<file path="src/verilog/ofd_pkg.sv">
// package of constants and types for the operand field decoder
`default_nettype none
package ofd_pkg;
	// -----------------------------------------------------------------
	// field layout of the addressing byte
	// -----------------------------------------------------------------
	localparam int MODE_HI = 7; // addressing-form field msb
	localparam int MODE_LO = 6; // addressing-form field lsb
	localparam int LOC_HI = 2; // operand-locator field msb
	localparam int LOC_LO = 0; // operand-locator field lsb
	localparam int BYTE_W = 8; // instruction byte width
	localparam int WORD_W = 16; // operand and address width
	// -----------------------------------------------------------------
	// addressing-form and locator codes
	// -----------------------------------------------------------------
	localparam logic [1:0] MODE_NO_DISP = 2'h0; // no displacement
	localparam logic [1:0] MODE_SHORT_OFFSET = 2'h1; // 8-bit displacement
	localparam logic [1:0] MODE_DISP16 = 2'h2; // 16-bit displacement
	localparam logic [1:0] MODE_REG = 2'h3; // register operand
	localparam logic [2:0] LOC_BG_SRC = 3'h0; // base_gp + source
	localparam logic [2:0] LOC_BG_DST = 3'h1; // base_gp + dest
	localparam logic [2:0] LOC_FB_SRC = 3'h2; // frame + source
	localparam logic [2:0] LOC_FB_DST = 3'h3; // frame + dest
	localparam logic [2:0] LOC_SRC = 3'h4; // source only
	localparam logic [2:0] LOC_DST = 3'h5; // dest only
	localparam logic [2:0] LOC_FB = 3'h6; // frame, or direct
	localparam logic [2:0] LOC_BG = 3'h7; // base_gp only
	// -----------------------------------------------------------------
	// word register file indices (gpr_i slots)
	// -----------------------------------------------------------------
	localparam logic [2:0] IDX_ACCUM = 3'h0; // accum_full
	localparam logic [2:0] IDX_BASE_GP = 3'h3; // base_gp_full
	localparam logic [2:0] IDX_FRAME = 3'h5; // frame_base_ptr
	localparam logic [2:0] IDX_SRC = 3'h6; // source_index
	localparam logic [2:0] IDX_DST = 3'h7; // dest_index
	localparam logic [7:0] ZERO_BYTE = 8'h00; // zero fill
	localparam logic [15:0] ZERO_WORD = 16'h0000; // reset value
	// -----------------------------------------------------------------
	// types
	// -----------------------------------------------------------------
	// what the current instruction asks to be decoded
	typedef enum logic [3:0] {
		K_MEMREG, // addressing byte, disp, optional immediate
		K_IMM, // immediate only
		K_DIRECT, // 16-bit direct address
		K_SHORT_REL, // signed short_offset
		K_NEAR_REL, // 16-bit relative displacement
		K_FAR, // offset then segment
		K_STACK_REL, // stack-release byte count
		K_BLOCK, // block source and destination
		K_XLAT // table translation
	} ofd_kind_type;
	// selected general register, index is {size bit, code}
	typedef enum logic [3:0] {
		R_ACCUM_LO, R_COUNT_LO, R_DATA_LO, R_BASE_GP_LO,
		R_ACCUM_HI, R_COUNT_HI, R_DATA_HI, R_BASE_GP_HI,
		R_ACCUM_FULL, R_COUNT_FULL, R_DATA_FULL, R_BASE_GP_FULL,
		R_STACK_TOP_PTR, R_FRAME_BASE_PTR, R_SOURCE_INDEX, R_DEST_INDEX
	} ofd_reg_type;
	// segment register named by the two-bit select field
	typedef enum logic [1:0] {
		SEG_DATA_ONE, SEG_PROGRAM, SEG_STACK, SEG_DATA_ZERO
	} ofd_seg_type;
endpackage
`default_nettype wire

</file>
<file path="src/verilog/ofd_ea_if.sv">
// interface carrying an effective-address request and its result
`timescale 1ns/1ps
`default_nettype none
interface ofd_ea_if;
	logic [1:0] mode; // addressing form
	logic [2:0] loc; // operand locator
	logic [15:0] disp; // displacement or direct address
	logic [15:0] base_gp; // base_gp_full value
	logic [15:0] frame; // frame_base_ptr value
	logic [15:0] src; // source_index value
	logic [15:0] dst; // dest_index value
	logic [15:0] ea; // resulting address
	// adder side
	modport calc (input mode, loc, disp, base_gp, frame, src, dst, output ea);
	// decoder side
	modport user (output mode, loc, disp, base_gp, frame, src, dst, input ea);
endinterface
`default_nettype wire

</file>
<file path="src/verilog/ofd_decoder.sv">
// operand field decoder: collects operand bytes and forms operands
// Summary of operation
// - size bit 1 means word, 0 byte
// - sign bit 1 sign-extends the immediate byte when size bit is 1
// - all eight register codes are valid
// - register code plus size names the register
// - forms 00-10 with eight locators address memory
// - locator picks base sum, form picks displacement
// - 16-bit displacement arrives low byte first
// - 16-bit immediate arrives low byte first
// - direct address arrives low byte first
// - far target: offset then segment, low first
// - short target adds signed byte to end pointer
// - near target adds 16-bit displacement to pointer
// - stack-release count is 16 bits, low first
// - block operands use source and dest index
// - translation indexes a 256-byte table
// - segment select field maps to four segments
`timescale 1ns/1ps
`default_nettype none
module ofd_decoder
	import ofd_pkg::*;
(
	// clock and reset
	input wire logic clk_sys_i,
	input wire logic reset_n_i,
	// decode request
	input wire logic start_i,
	input var ofd_kind_type kind_i,
	input wire logic size_i,
	input wire logic sext_i,
	input wire logic imm_en_i,
	input wire logic [1:0] seg_field_i,
	output logic busy_o,
	// instruction byte stream from the fetch queue
	input wire logic byte_valid_i,
	input wire logic [7:0] byte_i,
	output logic byte_ready_o,
	// register state from the datapath
	input wire logic [7:0][15:0] gpr_i,
	input wire logic [15:0] next_ip_i,
	// decoded results
	output logic done_o,
	output logic is_reg_o,
	output var ofd_reg_type reg_id_o,
	output logic [15:0] reg_value_o,
	output logic [15:0] ea_o,
	output logic [15:0] imm_o,
	output logic [15:0] tgt_ip_o,
	output logic [15:0] tgt_seg_o,
	output logic [15:0] src_addr_o,
	output logic [15:0] dst_addr_o,
	output var ofd_seg_type seg_sel_o
);
	// -----------------------------------------------------------------
	// types and helpers
	// -----------------------------------------------------------------
	// sequence of byte slots
	typedef enum logic [3:0] {
		ST_IDLE, ST_MODE, ST_DISP_LO, ST_DISP_HI, ST_IMM_LO,
		ST_IMM_HI, ST_SEG_LO, ST_SEG_HI, ST_FINISH
	} ofd_state_type;

	// all state of the decoder
	typedef struct packed {
		ofd_state_type st; // byte slot
		ofd_kind_type kind; // latched request kind
		logic size; // word when set
		logic sext; // sign-extend immediate byte
		logic imm_en; // immediate follows addressing bytes
		logic disp_two; // displacement has two bytes
		logic [1:0] mode; // addressing form
		logic [2:0] loc; // locator or register code
		logic [15:0] disp; // displacement or direct address
		logic [15:0] imm; // immediate or offset
		logic [15:0] seg; // far segment word
		ofd_seg_type seg_sel; // segment select
		logic done; // result pulse
		logic is_reg; // operand is a register
		ofd_reg_type reg_id; // selected register
		logic [15:0] reg_value; // its value
		logic [15:0] ea; // effective address
		logic [15:0] tgt_ip; // transfer target offset
		logic [15:0] tgt_seg; // transfer target segment
		logic [15:0] src_addr; // block source address
		logic [15:0] dst_addr; // block destination address
	} ofd_regs_type;

	// sign-extend a byte to a word
	function automatic logic [15:0] sext8(input logic [7:0] b);
		return {{BYTE_W{b[7]}}, b};
	endfunction

	// zero-extend a byte to a word
	function automatic logic [15:0] zext8(input logic [7:0] b);
		return {ZERO_BYTE, b};
	endfunction

	// value of the register named by code and size
	function automatic logic [15:0] reg_val(
		input logic [7:0][15:0] g,
		input logic w,
		input logic [2:0] code
	);
		logic [15:0] word;
		word = g[{1'b0, code[1:0]}];
		if (w) begin
			return g[code];
		end else if (code[2]) begin
			return zext8(word[15:8]); // high byte of the pair
		end else begin
			return zext8(word[7:0]); // low byte of the pair
		end
	endfunction

	// does the immediate slot take two bytes
	function automatic logic imm_wide(input ofd_regs_type s);
		unique case (s.kind)
			K_NEAR_REL, K_FAR, K_STACK_REL: return 1'b1;
			K_SHORT_REL: return 1'b0;
			default: return s.size && !s.sext;
		endcase
	endfunction

	// does an immediate follow the addressing bytes
	function automatic logic imm_en_next(input ofd_regs_type s);
		return s.imm_en;
	endfunction

	// -----------------------------------------------------------------
	// state and address adder
	// -----------------------------------------------------------------
	ofd_regs_type r_r; // registered state
	ofd_regs_type r_nxt; // next state
	ofd_ea_if ea_if (); // link to the adder
	logic take; // byte accepted this cycle

	// adder terms come from latched fields and live registers
	assign ea_if.mode = r_r.mode;
	assign ea_if.loc = r_r.loc;
	assign ea_if.disp = r_r.disp;
	assign ea_if.base_gp = gpr_i[IDX_BASE_GP];
	assign ea_if.frame = gpr_i[IDX_FRAME];
	assign ea_if.src = gpr_i[IDX_SRC];
	assign ea_if.dst = gpr_i[IDX_DST];

	// effective-address adder
	ofd_ea_calc u_ea (
		.ea_if(ea_if.calc)
	);

	// a byte is wanted in every slot between idle and finish
	assign byte_ready_o = (r_r.st != ST_IDLE) && (r_r.st != ST_FINISH);
	assign take = byte_ready_o && byte_valid_i;
	assign busy_o = (r_r.st != ST_IDLE);

	// -----------------------------------------------------------------
	// next-state logic
	// -----------------------------------------------------------------
	// walks the byte slots and forms results at finish
	always_comb begin
		r_nxt = r_r;
		r_nxt.done = 1'b0;
		unique case (r_r.st)
			ST_IDLE: begin
				if (start_i) begin
					// latch the request; clear operand fields
					r_nxt.kind = kind_i;
					r_nxt.size = size_i;
					r_nxt.sext = sext_i;
					r_nxt.imm_en = imm_en_i;
					r_nxt.seg_sel = ofd_seg_type'(seg_field_i);
					r_nxt.disp = ZERO_WORD;
					r_nxt.imm = ZERO_WORD;
					r_nxt.seg = ZERO_WORD;
					r_nxt.is_reg = 1'b0;
					r_nxt.mode = MODE_NO_DISP;
					r_nxt.loc = LOC_FB;
					r_nxt.disp_two = 1'b1;
					unique case (kind_i)
						K_MEMREG: r_nxt.st = ST_MODE;
						K_DIRECT: r_nxt.st = ST_DISP_LO;
						K_BLOCK, K_XLAT: r_nxt.st = ST_FINISH;
						default: r_nxt.st = ST_IMM_LO;
					endcase
				end
			end
			ST_MODE: begin
				if (take) begin
					r_nxt.mode = byte_i[MODE_HI:MODE_LO];
					r_nxt.loc = byte_i[LOC_HI:LOC_LO];
					r_nxt.disp_two = 1'b0;
					if (byte_i[MODE_HI:MODE_LO] == MODE_REG) begin
						r_nxt.is_reg = 1'b1; // register operand
						r_nxt.st = imm_en_next(r_r) ? ST_IMM_LO : ST_FINISH;
					end else if (byte_i[MODE_HI:MODE_LO] == MODE_SHORT_OFFSET) begin
						r_nxt.st = ST_DISP_LO;
					end else if (byte_i[MODE_HI:MODE_LO] == MODE_DISP16 ||
						byte_i[LOC_HI:LOC_LO] == LOC_FB) begin
						r_nxt.disp_two = 1'b1;
						r_nxt.st = ST_DISP_LO;
					end else begin
						r_nxt.st = imm_en_next(r_r) ? ST_IMM_LO : ST_FINISH;
					end
				end
			end
			ST_DISP_LO: begin
				if (take) begin
					// one-byte displacement is signed
					if (r_r.disp_two) begin
						r_nxt.disp = zext8(byte_i);
						r_nxt.st = ST_DISP_HI;
					end else begin
						r_nxt.disp = sext8(byte_i);
						r_nxt.st = imm_en_next(r_r) ? ST_IMM_LO : ST_FINISH;
					end
				end
			end
			ST_DISP_HI: begin
				if (take) begin
					r_nxt.disp[15:8] = byte_i;
					r_nxt.st = imm_en_next(r_r) ? ST_IMM_LO : ST_FINISH;
				end
			end
			ST_IMM_LO: begin
				if (take) begin
					if (imm_wide(r_r)) begin
						r_nxt.imm = zext8(byte_i);
						r_nxt.st = ST_IMM_HI;
					end else if (r_r.kind == K_SHORT_REL) begin
						r_nxt.imm = sext8(byte_i);
						r_nxt.st = ST_FINISH;
					end else if (r_r.size && r_r.sext) begin
						r_nxt.imm = sext8(byte_i);
						r_nxt.st = ST_FINISH;
					end else begin
						r_nxt.imm = zext8(byte_i);
						r_nxt.st = ST_FINISH;
					end
				end
			end
			ST_IMM_HI: begin
				if (take) begin
					r_nxt.imm[15:8] = byte_i;
					r_nxt.st = (r_r.kind == K_FAR) ? ST_SEG_LO : ST_FINISH;
				end
			end
			ST_SEG_LO: begin
				if (take) begin
					r_nxt.seg = zext8(byte_i);
					r_nxt.st = ST_SEG_HI;
				end
			end
			ST_SEG_HI: begin
				if (take) begin
					r_nxt.seg[15:8] = byte_i;
					r_nxt.st = ST_FINISH;
				end
			end
			ST_FINISH: begin
				// publish results for one pulse
				r_nxt.done = 1'b1;
				r_nxt.st = ST_IDLE;
				r_nxt.reg_id = ofd_reg_type'({r_r.size, r_r.loc});
				r_nxt.reg_value = reg_val(gpr_i, r_r.size, r_r.loc);
				r_nxt.ea = ea_if.ea;
				r_nxt.tgt_ip = r_r.imm;
				r_nxt.tgt_seg = r_r.seg;
				r_nxt.src_addr = gpr_i[IDX_SRC];
				r_nxt.dst_addr = gpr_i[IDX_DST];
				unique case (r_r.kind)
					K_SHORT_REL: r_nxt.tgt_ip = next_ip_i + r_r.imm;
					K_NEAR_REL: r_nxt.tgt_ip = next_ip_i + r_r.imm;
					K_FAR: r_nxt.tgt_seg = r_r.seg;
					K_BLOCK: r_nxt.ea = gpr_i[IDX_SRC];
					K_XLAT: begin
						// byte-wide index keeps it inside 256 entries
						r_nxt.ea = gpr_i[IDX_BASE_GP] + zext8(gpr_i[IDX_ACCUM][7:0]);
					end
					default: r_nxt.tgt_ip = r_r.imm;
				endcase
			end
		endcase
	end

	// -----------------------------------------------------------------
	// state register
	// -----------------------------------------------------------------
	// all state resets to idle with cleared results
	always_ff @(posedge clk_sys_i or negedge reset_n_i) begin
		if (!reset_n_i) begin
			r_r <= '0;
		end else begin
			r_r <= r_nxt;
		end
	end

	// -----------------------------------------------------------------
	// outputs
	// -----------------------------------------------------------------
	assign done_o = r_r.done;
	assign is_reg_o = r_r.is_reg;
	assign reg_id_o = r_r.reg_id;
	assign reg_value_o = r_r.reg_value;
	assign ea_o = r_r.ea;
	assign imm_o = r_r.imm;
	assign tgt_ip_o = r_r.tgt_ip;
	assign tgt_seg_o = r_r.tgt_seg;
	assign src_addr_o = r_r.src_addr;
	assign dst_addr_o = r_r.dst_addr;
	assign seg_sel_o = r_r.seg_sel;
endmodule
`default_nettype wire

</file>
<file path="src/verilog/ofd_ea_calc.sv">
// effective-address adder for the operand field decoder
`timescale 1ns/1ps
`default_nettype none
module ofd_ea_calc
	import ofd_pkg::*;
(
	// request and result
	ofd_ea_if.calc ea_if
);
	// -----------------------------------------------------------------
	// base selection and sum
	// -----------------------------------------------------------------
	logic [15:0] base_sel; // first term
	logic [15:0] index_sel; // second term
	logic [15:0] disp_sel; // third term

	// pick the terms for the locator code
	always_comb begin
		base_sel = ZERO_WORD;
		index_sel = ZERO_WORD;
		unique case (ea_if.loc)
			LOC_BG_SRC: begin
				base_sel = ea_if.base_gp;
				index_sel = ea_if.src;
			end
			LOC_BG_DST: begin
				base_sel = ea_if.base_gp;
				index_sel = ea_if.dst;
			end
			LOC_FB_SRC: begin
				base_sel = ea_if.frame;
				index_sel = ea_if.src;
			end
			LOC_FB_DST: begin
				base_sel = ea_if.frame;
				index_sel = ea_if.dst;
			end
			LOC_SRC: base_sel = ea_if.src;
			LOC_DST: base_sel = ea_if.dst;
			LOC_FB: begin
				// direct address takes frame's place at form 00
				if (ea_if.mode == MODE_NO_DISP) begin
					base_sel = ZERO_WORD;
				end else begin
					base_sel = ea_if.frame;
				end
			end
			LOC_BG: base_sel = ea_if.base_gp;
		endcase
	end

	// displacement joins unless form is 00 (direct counts as disp)
	always_comb begin
		disp_sel = ZERO_WORD;
		if (ea_if.mode != MODE_NO_DISP || ea_if.loc == LOC_FB) begin
			disp_sel = ea_if.disp;
		end
	end

	// 16-bit sum, carry out of bit 15 is dropped
	assign ea_if.ea = base_sel + index_sel + disp_sel;
endmodule
`default_nettype wire

</file>
<file path="config.mk">
export PLATFORM = sky130hd
export DESIGN_NAME = ofd_decoder
export DESIGN_NICKNAME = d
export VERILOG_FILES = /design/src/verilog/ofd_pkg.sv /design/src/verilog/ofd_ea_if.sv /design/src/verilog/ofd_decoder.sv /design/src/verilog/ofd_ea_calc.sv
export SDC_FILE = /design/constraint.sdc
export NUM_CORES = 1
export LEC_CHECK = 0
export ABC_AREA = 1
export BUFFER_PORTS_ARGS = -buffer_cell sky130_fd_sc_hd__clkbuf_2
export CAP_MARGIN = 0
export CORE_MARGIN = 2
export CORE_UTILIZATION = 44
export CTS_CLUSTER_DIAMETER = 200
export CTS_CLUSTER_SIZE = 24
export DETAILED_ROUTE_END_ITERATION = 10
export GPL_ROUTABILITY_DRIVEN = 0
export GPL_TIMING_DRIVEN = 0
export PLACE_DENSITY = 0.67
export SLEW_MARGIN = 20
export SYNTH_ARGS = -nofsm -noshare
export SYNTH_HDL_FRONTEND = slang
export SYNTH_SLANG_ARGS = --single-unit
</file>
<file path="constraint.sdc">
create_clock -name clk_sys_i -period 3.6 [get_ports clk_sys_i]
set_input_delay 0.72 -clock clk_sys_i [delete_from_list [all_inputs] [get_ports clk_sys_i]]
set_output_delay 0.72 -clock clk_sys_i [all_outputs]
set_load 0.005 [all_outputs]
</file>
# Word-level counts from Yosys, hierarchy flattened
# Cells that the tools add are included.
[classes] n_addsub=4 magnitude_cmp=2 n_eq_ne=38 n_mux=56 reduce_logical=37
[op_table] cell="16-bit two-way mux" n=13
[op_table] cell="16-bit case mux with 5 select lines" n=1
[op_table] cell="8-bit case mux with 3 select lines" n=3
[op_table] cell="67-bit two-way mux" n=1
[op_table] cell="16-bit case mux with 2 select lines" n=2
[op_table] cell="4-bit two-way mux" n=14
[op_table] cell="16-bit adder" n=3
[op_table] cell="16-bit binary-select mux with 3-bit select" n=1
[op_table] cell="8-bit case mux with 2 select lines" n=3
[op_table] cell="4-bit by 3-bit == test with 1-bit output (second input constant)" n=9
[op_table] cell="4-bit case mux with 9 select lines" n=1
[op_table] cell="16-bit binary-select mux with 2-bit select" n=1
[op_table] cell="2-bit inequality test (second input constant)" n=9
[op_table] cell="16-bit by 8-bit adder with 16-bit output" n=1
[op_table] cell="4-bit by 2-bit == test with 1-bit output (second input constant)" n=4
[op_table] cell="8-bit two-way mux" n=2
[op_table] cell="4-bit AND reduction" n=4
[op_table] cell="3-bit == test (second input constant)" n=5
[op_table] cell="4-bit == test (second input constant)" n=3
[op_table] cell="4-bit case mux with 3 select lines" n=1
[op_table] cell="6-bit case mux with 2 select lines" n=1
[op_table] cell="3-bit AND reduction" n=4
[op_table] cell="2-bit nonzero test" n=5
[op_table] cell="2-bit OR reduction" n=5
[op_table] cell="22 further kinds" n=41
[word_totals] reg_bits=169 inputBits=165 output_inout_bits=122 word_cells=161

# Longest topological paths before layout
[logic_depth] ltp_word=8 ltp_mapped=23 mapped_depth_nobuf=22

# Cells and area by module
# Synthesis repeated with hierarchy kept, for this count alone.
[hier_totals] hier_cells=1793 area_unflattened_um2=12747.2
[by_module_without_submodules] module="ofd_decoder" instances=1 cells_per_inst=1480 area_each_um2=10820.4 seq_area_each_um2=4229.1
[by_module_without_submodules] module="ofd_ea_calc" instances=1 cells_per_inst=313 area_each_um2=1926.8 seq_area_each_um2=0.0

# Worst setup path before layout
# No wires, ideal clock.
[synth_timing] path_kind="reg2reg" from="register r_r (netlist bit ea_if.loc[0])" to="register r_r (netlist bit ea_o[9])" setup_ns=0.077 arrival_time_ns=3.217 required_time_ns=3.523 slack_ns=0.306 stages_incl_launch_ff=22 n_path_buf=2 synth_period_minus_slack_ns=3.294 path_cell_list="dfrtp_1 -> buf_2 -> inv_1 -> nor2_2 -> nand2_1 -> clkbuf_1 -> o221ai_1 -> a21oi_1 -> fa_1 -> inv_1 -> ha_1 -> inv_1 -> fa_1 -> inv_1 -> nand3_1 -> nand3_1 -> nand2_1 -> nand3_1 -> nand2_1 -> o21ai_0 -> inv_1 -> a21oi_1"
[synth_between] elab_chain_len=6 word_cells_on_any_way=19 classes_between="2 x add/sub; 7 x eq/ne; 4 x mux; 6 x reduce/logical"
[synth_lines] element="start, declared" line_no="ofd_decoder.sv:133" text="ofd_regs_type r_r;"
[synth_lines] element="start signal, assigned" line_no="ofd_decoder.sv:294" text="r_r <= r_nxt;"
[synth_lines] element="3-bit by 1-bit == test with 1-bit output, or another cell as far along" line_no="ofd_ea_calc.sv:21" text="unique case (ea_if.loc)"
[synth_lines] element="3-bit OR reduction (no source line) or 2-bit OR reduction (tied branches)"
[synth_lines] element="16-bit case mux with 5 select lines or 16-bit case mux with 2 select lines (tied branches)" line_no="ofd_ea_calc.sv:21"
[synth_lines] element="16-bit adder" line_no="ofd_ea_calc.sv:61" text="assign ea_if.ea = base_sel + index_sel + disp_sel;"
[synth_lines] element="16-bit adder *" line_no="ofd_ea_calc.sv:61"
[synth_lines] element="16-bit case mux with 2 select lines *" line_no="ofd_decoder.sv:271" text="unique case (r_r.kind)"
# Mark *: on every way between the ends. The rest lies on a longest branch, timed or not.
# A chain may end at the register's enable or synchronous reset.

# Final worst setup path
[layout_timing] from="register r_r (netlist bit ea_if.loc[0])" to="register r_r (netlist bit ea_o[11])"
# The elaborated chain is that of the path after synthesis.

==> results.py <==
metrics = {
    "synth": {
        "synth_edf_count": 0,
        "synthArstFlopShare_pct": 100,
        "synth_top_area_cell": "dfrtp_1",
        "syn-cell-area_um2": 12300,
        "synth_top_area_share_pct": 34.4,
        "synth-seq-cells": 169,
        "synth_nets": 1930,
        "synthFlopType": "dfrtp_1",
        "avgSynthCellArea_um2": 7.20,
        "synth_warnings": 0,
        "synth.top_cells.by_area": "dfrtp_1 (34%), nand2_1 (14%), buf_4 (7.3%), nand3_1 (6.3%), o21ai_0 (6.0%)",
        "synth_seq_area_share_pct": 34.4,
        "syn_inst": 1710,
        "yosys.cell_types.count": 52,
    },
    "critical_path": {
        "regToRegSetupSlack_ps": 140,
        "start_kind": "register",
        "cp_max_fo": 10,
        "rr_startpoint": "ea_if.loc[0]$_DFFE_PN0P_",
        "startpoint": "ea_if.loc[0]$_DFFE_PN0P_",
        "cp.arrival_ps": 3800,
        "cp-end-kind": "register",
        "cp.required_ps": 3950,
        "critPathKind": "register to register",
    },
    "route": {
        "drt_wl_total_mm": 44.8,
        "wire_per_inst_um": 18.6,
        "ant_nets": 0,
        "drt_pre_antenna_iters": 8,
        "route.detailed.drc": 0,
        "vias_per_cell": 5.44,
        "first_iter_violations": 1510,
        "via_count": 13155,
    },
    "sta": {
        "final_hold_viol_count": 0,
        "clock_skew_ps": 19.7,
        "fmax_mhz": 289,
        "drv_slew": 0,
        "post-route-min-period_ps": 3460,
        "setup_ws_ps": 143,
        "finalCritPeriodShare_pct": 96.0,
        "setup_tns_ps": 0,
        "slew_headroom_pct": 51.2,
        "worstMarginPinSlew_ps": 729,
        "finalSetupViolations": 0,
    },
    "floorplan": {
        "die_h_um": 171,
        "initial_core_util_pct": 44.5,
        "rows": 61,
        "coreArea_um2": 27600,
        "io_pins": 287,
        "die-area_um2": 29300,
        "die_x_um": 171,
    },
    "global_route": {
        "gr-total-overflow": 0,
        "grt_start_max_net_pins": 78,
        "grt_antenna_before_repair": 0,
        "grt_first_pass_wirelength_mm": 67.2,
        "track_usage_pct": 30.3,
        "grt_pass1_vias": 12151,
    },
    "power": {
        "ir_drop_mv": 0.386,
        "power.density_nw_per_um2": 751,
        "p_leak_nw": 8.26,
    },
    "final_layout": {
        "final_util_pct": 55.1,
        "antennaDiodeCount": 0,
        "layout.nets": 2245,
        "nFillCells": 2759,
        "syn2layout_area_growth_pct": 23.7,
        "drive_gt1_share_pct": 28.0,
    },
    "clocking": {
        "cts_buffers": 17,
        "clockBufferDepth": 2,
        "clk_latency_ps": 450,
        "htreeDepth": 4,
        "root_buffer": "clkbuf_16",
        "clk_pin_slew_ps": 80,
        "cts_sinks": 169,
        "cts_tree": "built",
    },
    "job": {
        "cap_viol_max_count": 0,
    },
    "place": {
        "portBuffers": 285,
        "place_ws_ps": -388,
        "dp.final_hpwl_mm": 35.6,
    },
    "hold_path": {
        "hp-class": "primary input to async pin",
    },
    "status": {
        "outcome": "complete, no violations",
    },
}
==> final timing paths <==
kind	endpoint	cells past startpoint
min in group clk_sys_i	seg_sel_o[0]$_DFFE_PN0P_	3
min reg2reg	reg_value_o[15]$_DFFE_PN0P_	2
min	imm_o[10]$_DFFE_PN0P_	1
max reg2reg	ea_o[11]$_DFFE_PN0P_	20
max	ea_o[11]$_DFFE_PN0P_	20
max in group asynchronous	ea_if.disp[6]$_DFFE_PN0P_	2
==> final cells by class <==
class / instances / area [µm²] / share of cell area, %
buffer: 174 / 1230 / 8.07
clock buffer: 17 / 425 / 2.79
clock inverter: 15 / 209 / 1.37
inverter: 202 / 769 / 5.06
multi-input combinational: 1165 / 6330 / 41.6
sequential: 169 / 4230 / 27.8
tap: 378 / 473 / 3.11
timing repair buffer: 296 / 1560 / 10.2
==> per-layer routing <==
metal  GRT usage, %  vias to the layer above  share of wire, %
met1           38.5                     6196                40
met5              0                        -                 0
li1               -                     6132                 -
met2           50.6                      705                47
met4           13.7                        0               4.8
met3           5.13                      122               7.8
==> per-stage QoR <==
step	cells	hold slack (ps)	total power [W]	area [µm²]
global placement	2373	467	0.00902	14200
detailed placement	2375	466	0.00912	14300
finish	2416	178	0.0114	15200
CTS	2413	185	0.0112	15000
global route	2416	195	0.0123	15200
floorplan	1710	424	0.00707	12300
==> flip-flops by register name (all words and copies together) (netlist names) <==
register,flops
is_reg_o,1
src_addr_o,16
ea_if.loc,3
r_r,28
ea_if.mode,2
done_o,1
dst_addr_o,16
ea_if.disp,16
ea_o,16
reg_value_o,16
reg_id_o,4
imm_o,16
seg_sel_o,2
tgt_ip_o,16
tgt_seg_o,16
==> placed cells by master (no fill, tap or decap), types with 13 or more instances in the layout <==
cell type / n
nand2_1: 460
clkbuf_2: 285
inv_1: 181
dfrtp_1: 169
nand3_1: 154
o21ai_0: 142
buf_4: 129
nor2_1: 79
a21oi_1: 78
ha_1: 36
clkbuf_1: 18
fa_1: 17
clkbuf_16: 17
a22oi_1: 16
nand4_1: 16
inv_2: 14
nand2_2: 13
==> report_power, final <==
group          internal [W]  leakage, nW  switching, W
clock              0.000971        0.306       0.00100
sequential          0.00259         2.17      0.000522
combinational       0.00273         5.78       0.00362
==> timing repair <==
item / in CTS / in global routing
pin swaps: 3 / 0
hold buffers: 0 / 0
buffers inserted: 6 / 3
gates cloned: 0 / 0
setup endpoints to repair: 13 / 11
gates resized for setup: 23 / 55
==> critical path, stage by stage, from the launching register on <==
cell	delay (ps)
dfrtp_1	380
buf_6	150
buf_4	140
nor2_4	80
nand2_1	120
nand2_4	150
buf_6	190
a21oi_2	90
fa_1	470
inv_1	70
ha_1	160
inv_1	70
fa_2	400
nor3_2	300
o21ai_1	170
nand2_1	80
nand2_1	50
nand3_1	80
nand3_1	90
nand2_1	70
inv_1	30
==> cells in the mapped netlist, drive strengths merged, types with 2 or more instances <==
master   count
o21a         4
a22oi       16
o21bai       3
o21ai      164
o2111ai      4
dfrtp      169
clkinv       6
a221oi      17
or2         12
buf        151
nand3      156
a21oi       84
fa          18
xor2         4
nor3         6
ha          37
inv        196
a21o         4
nand4       17
o221ai       7
clkbuf      23
nand2      479
o211ai       7
a31oi        6
nand3b       5
a22o         3
xnor2        3
o22ai        8
nor2        92
and2         2
==> cells by family after synthesis <==
family	share of synthesized area [%]
AND/OR/NAND/NOR	26.9
buffers and inverters	15.6
AO/OA/AOI/OAI	15.8
flip-flops	34.4
adder cells (fa/ha/maj)	6.69
XOR/XNOR	0.498
multiplexers	0.0915
(Power assumes the default switching activity.)
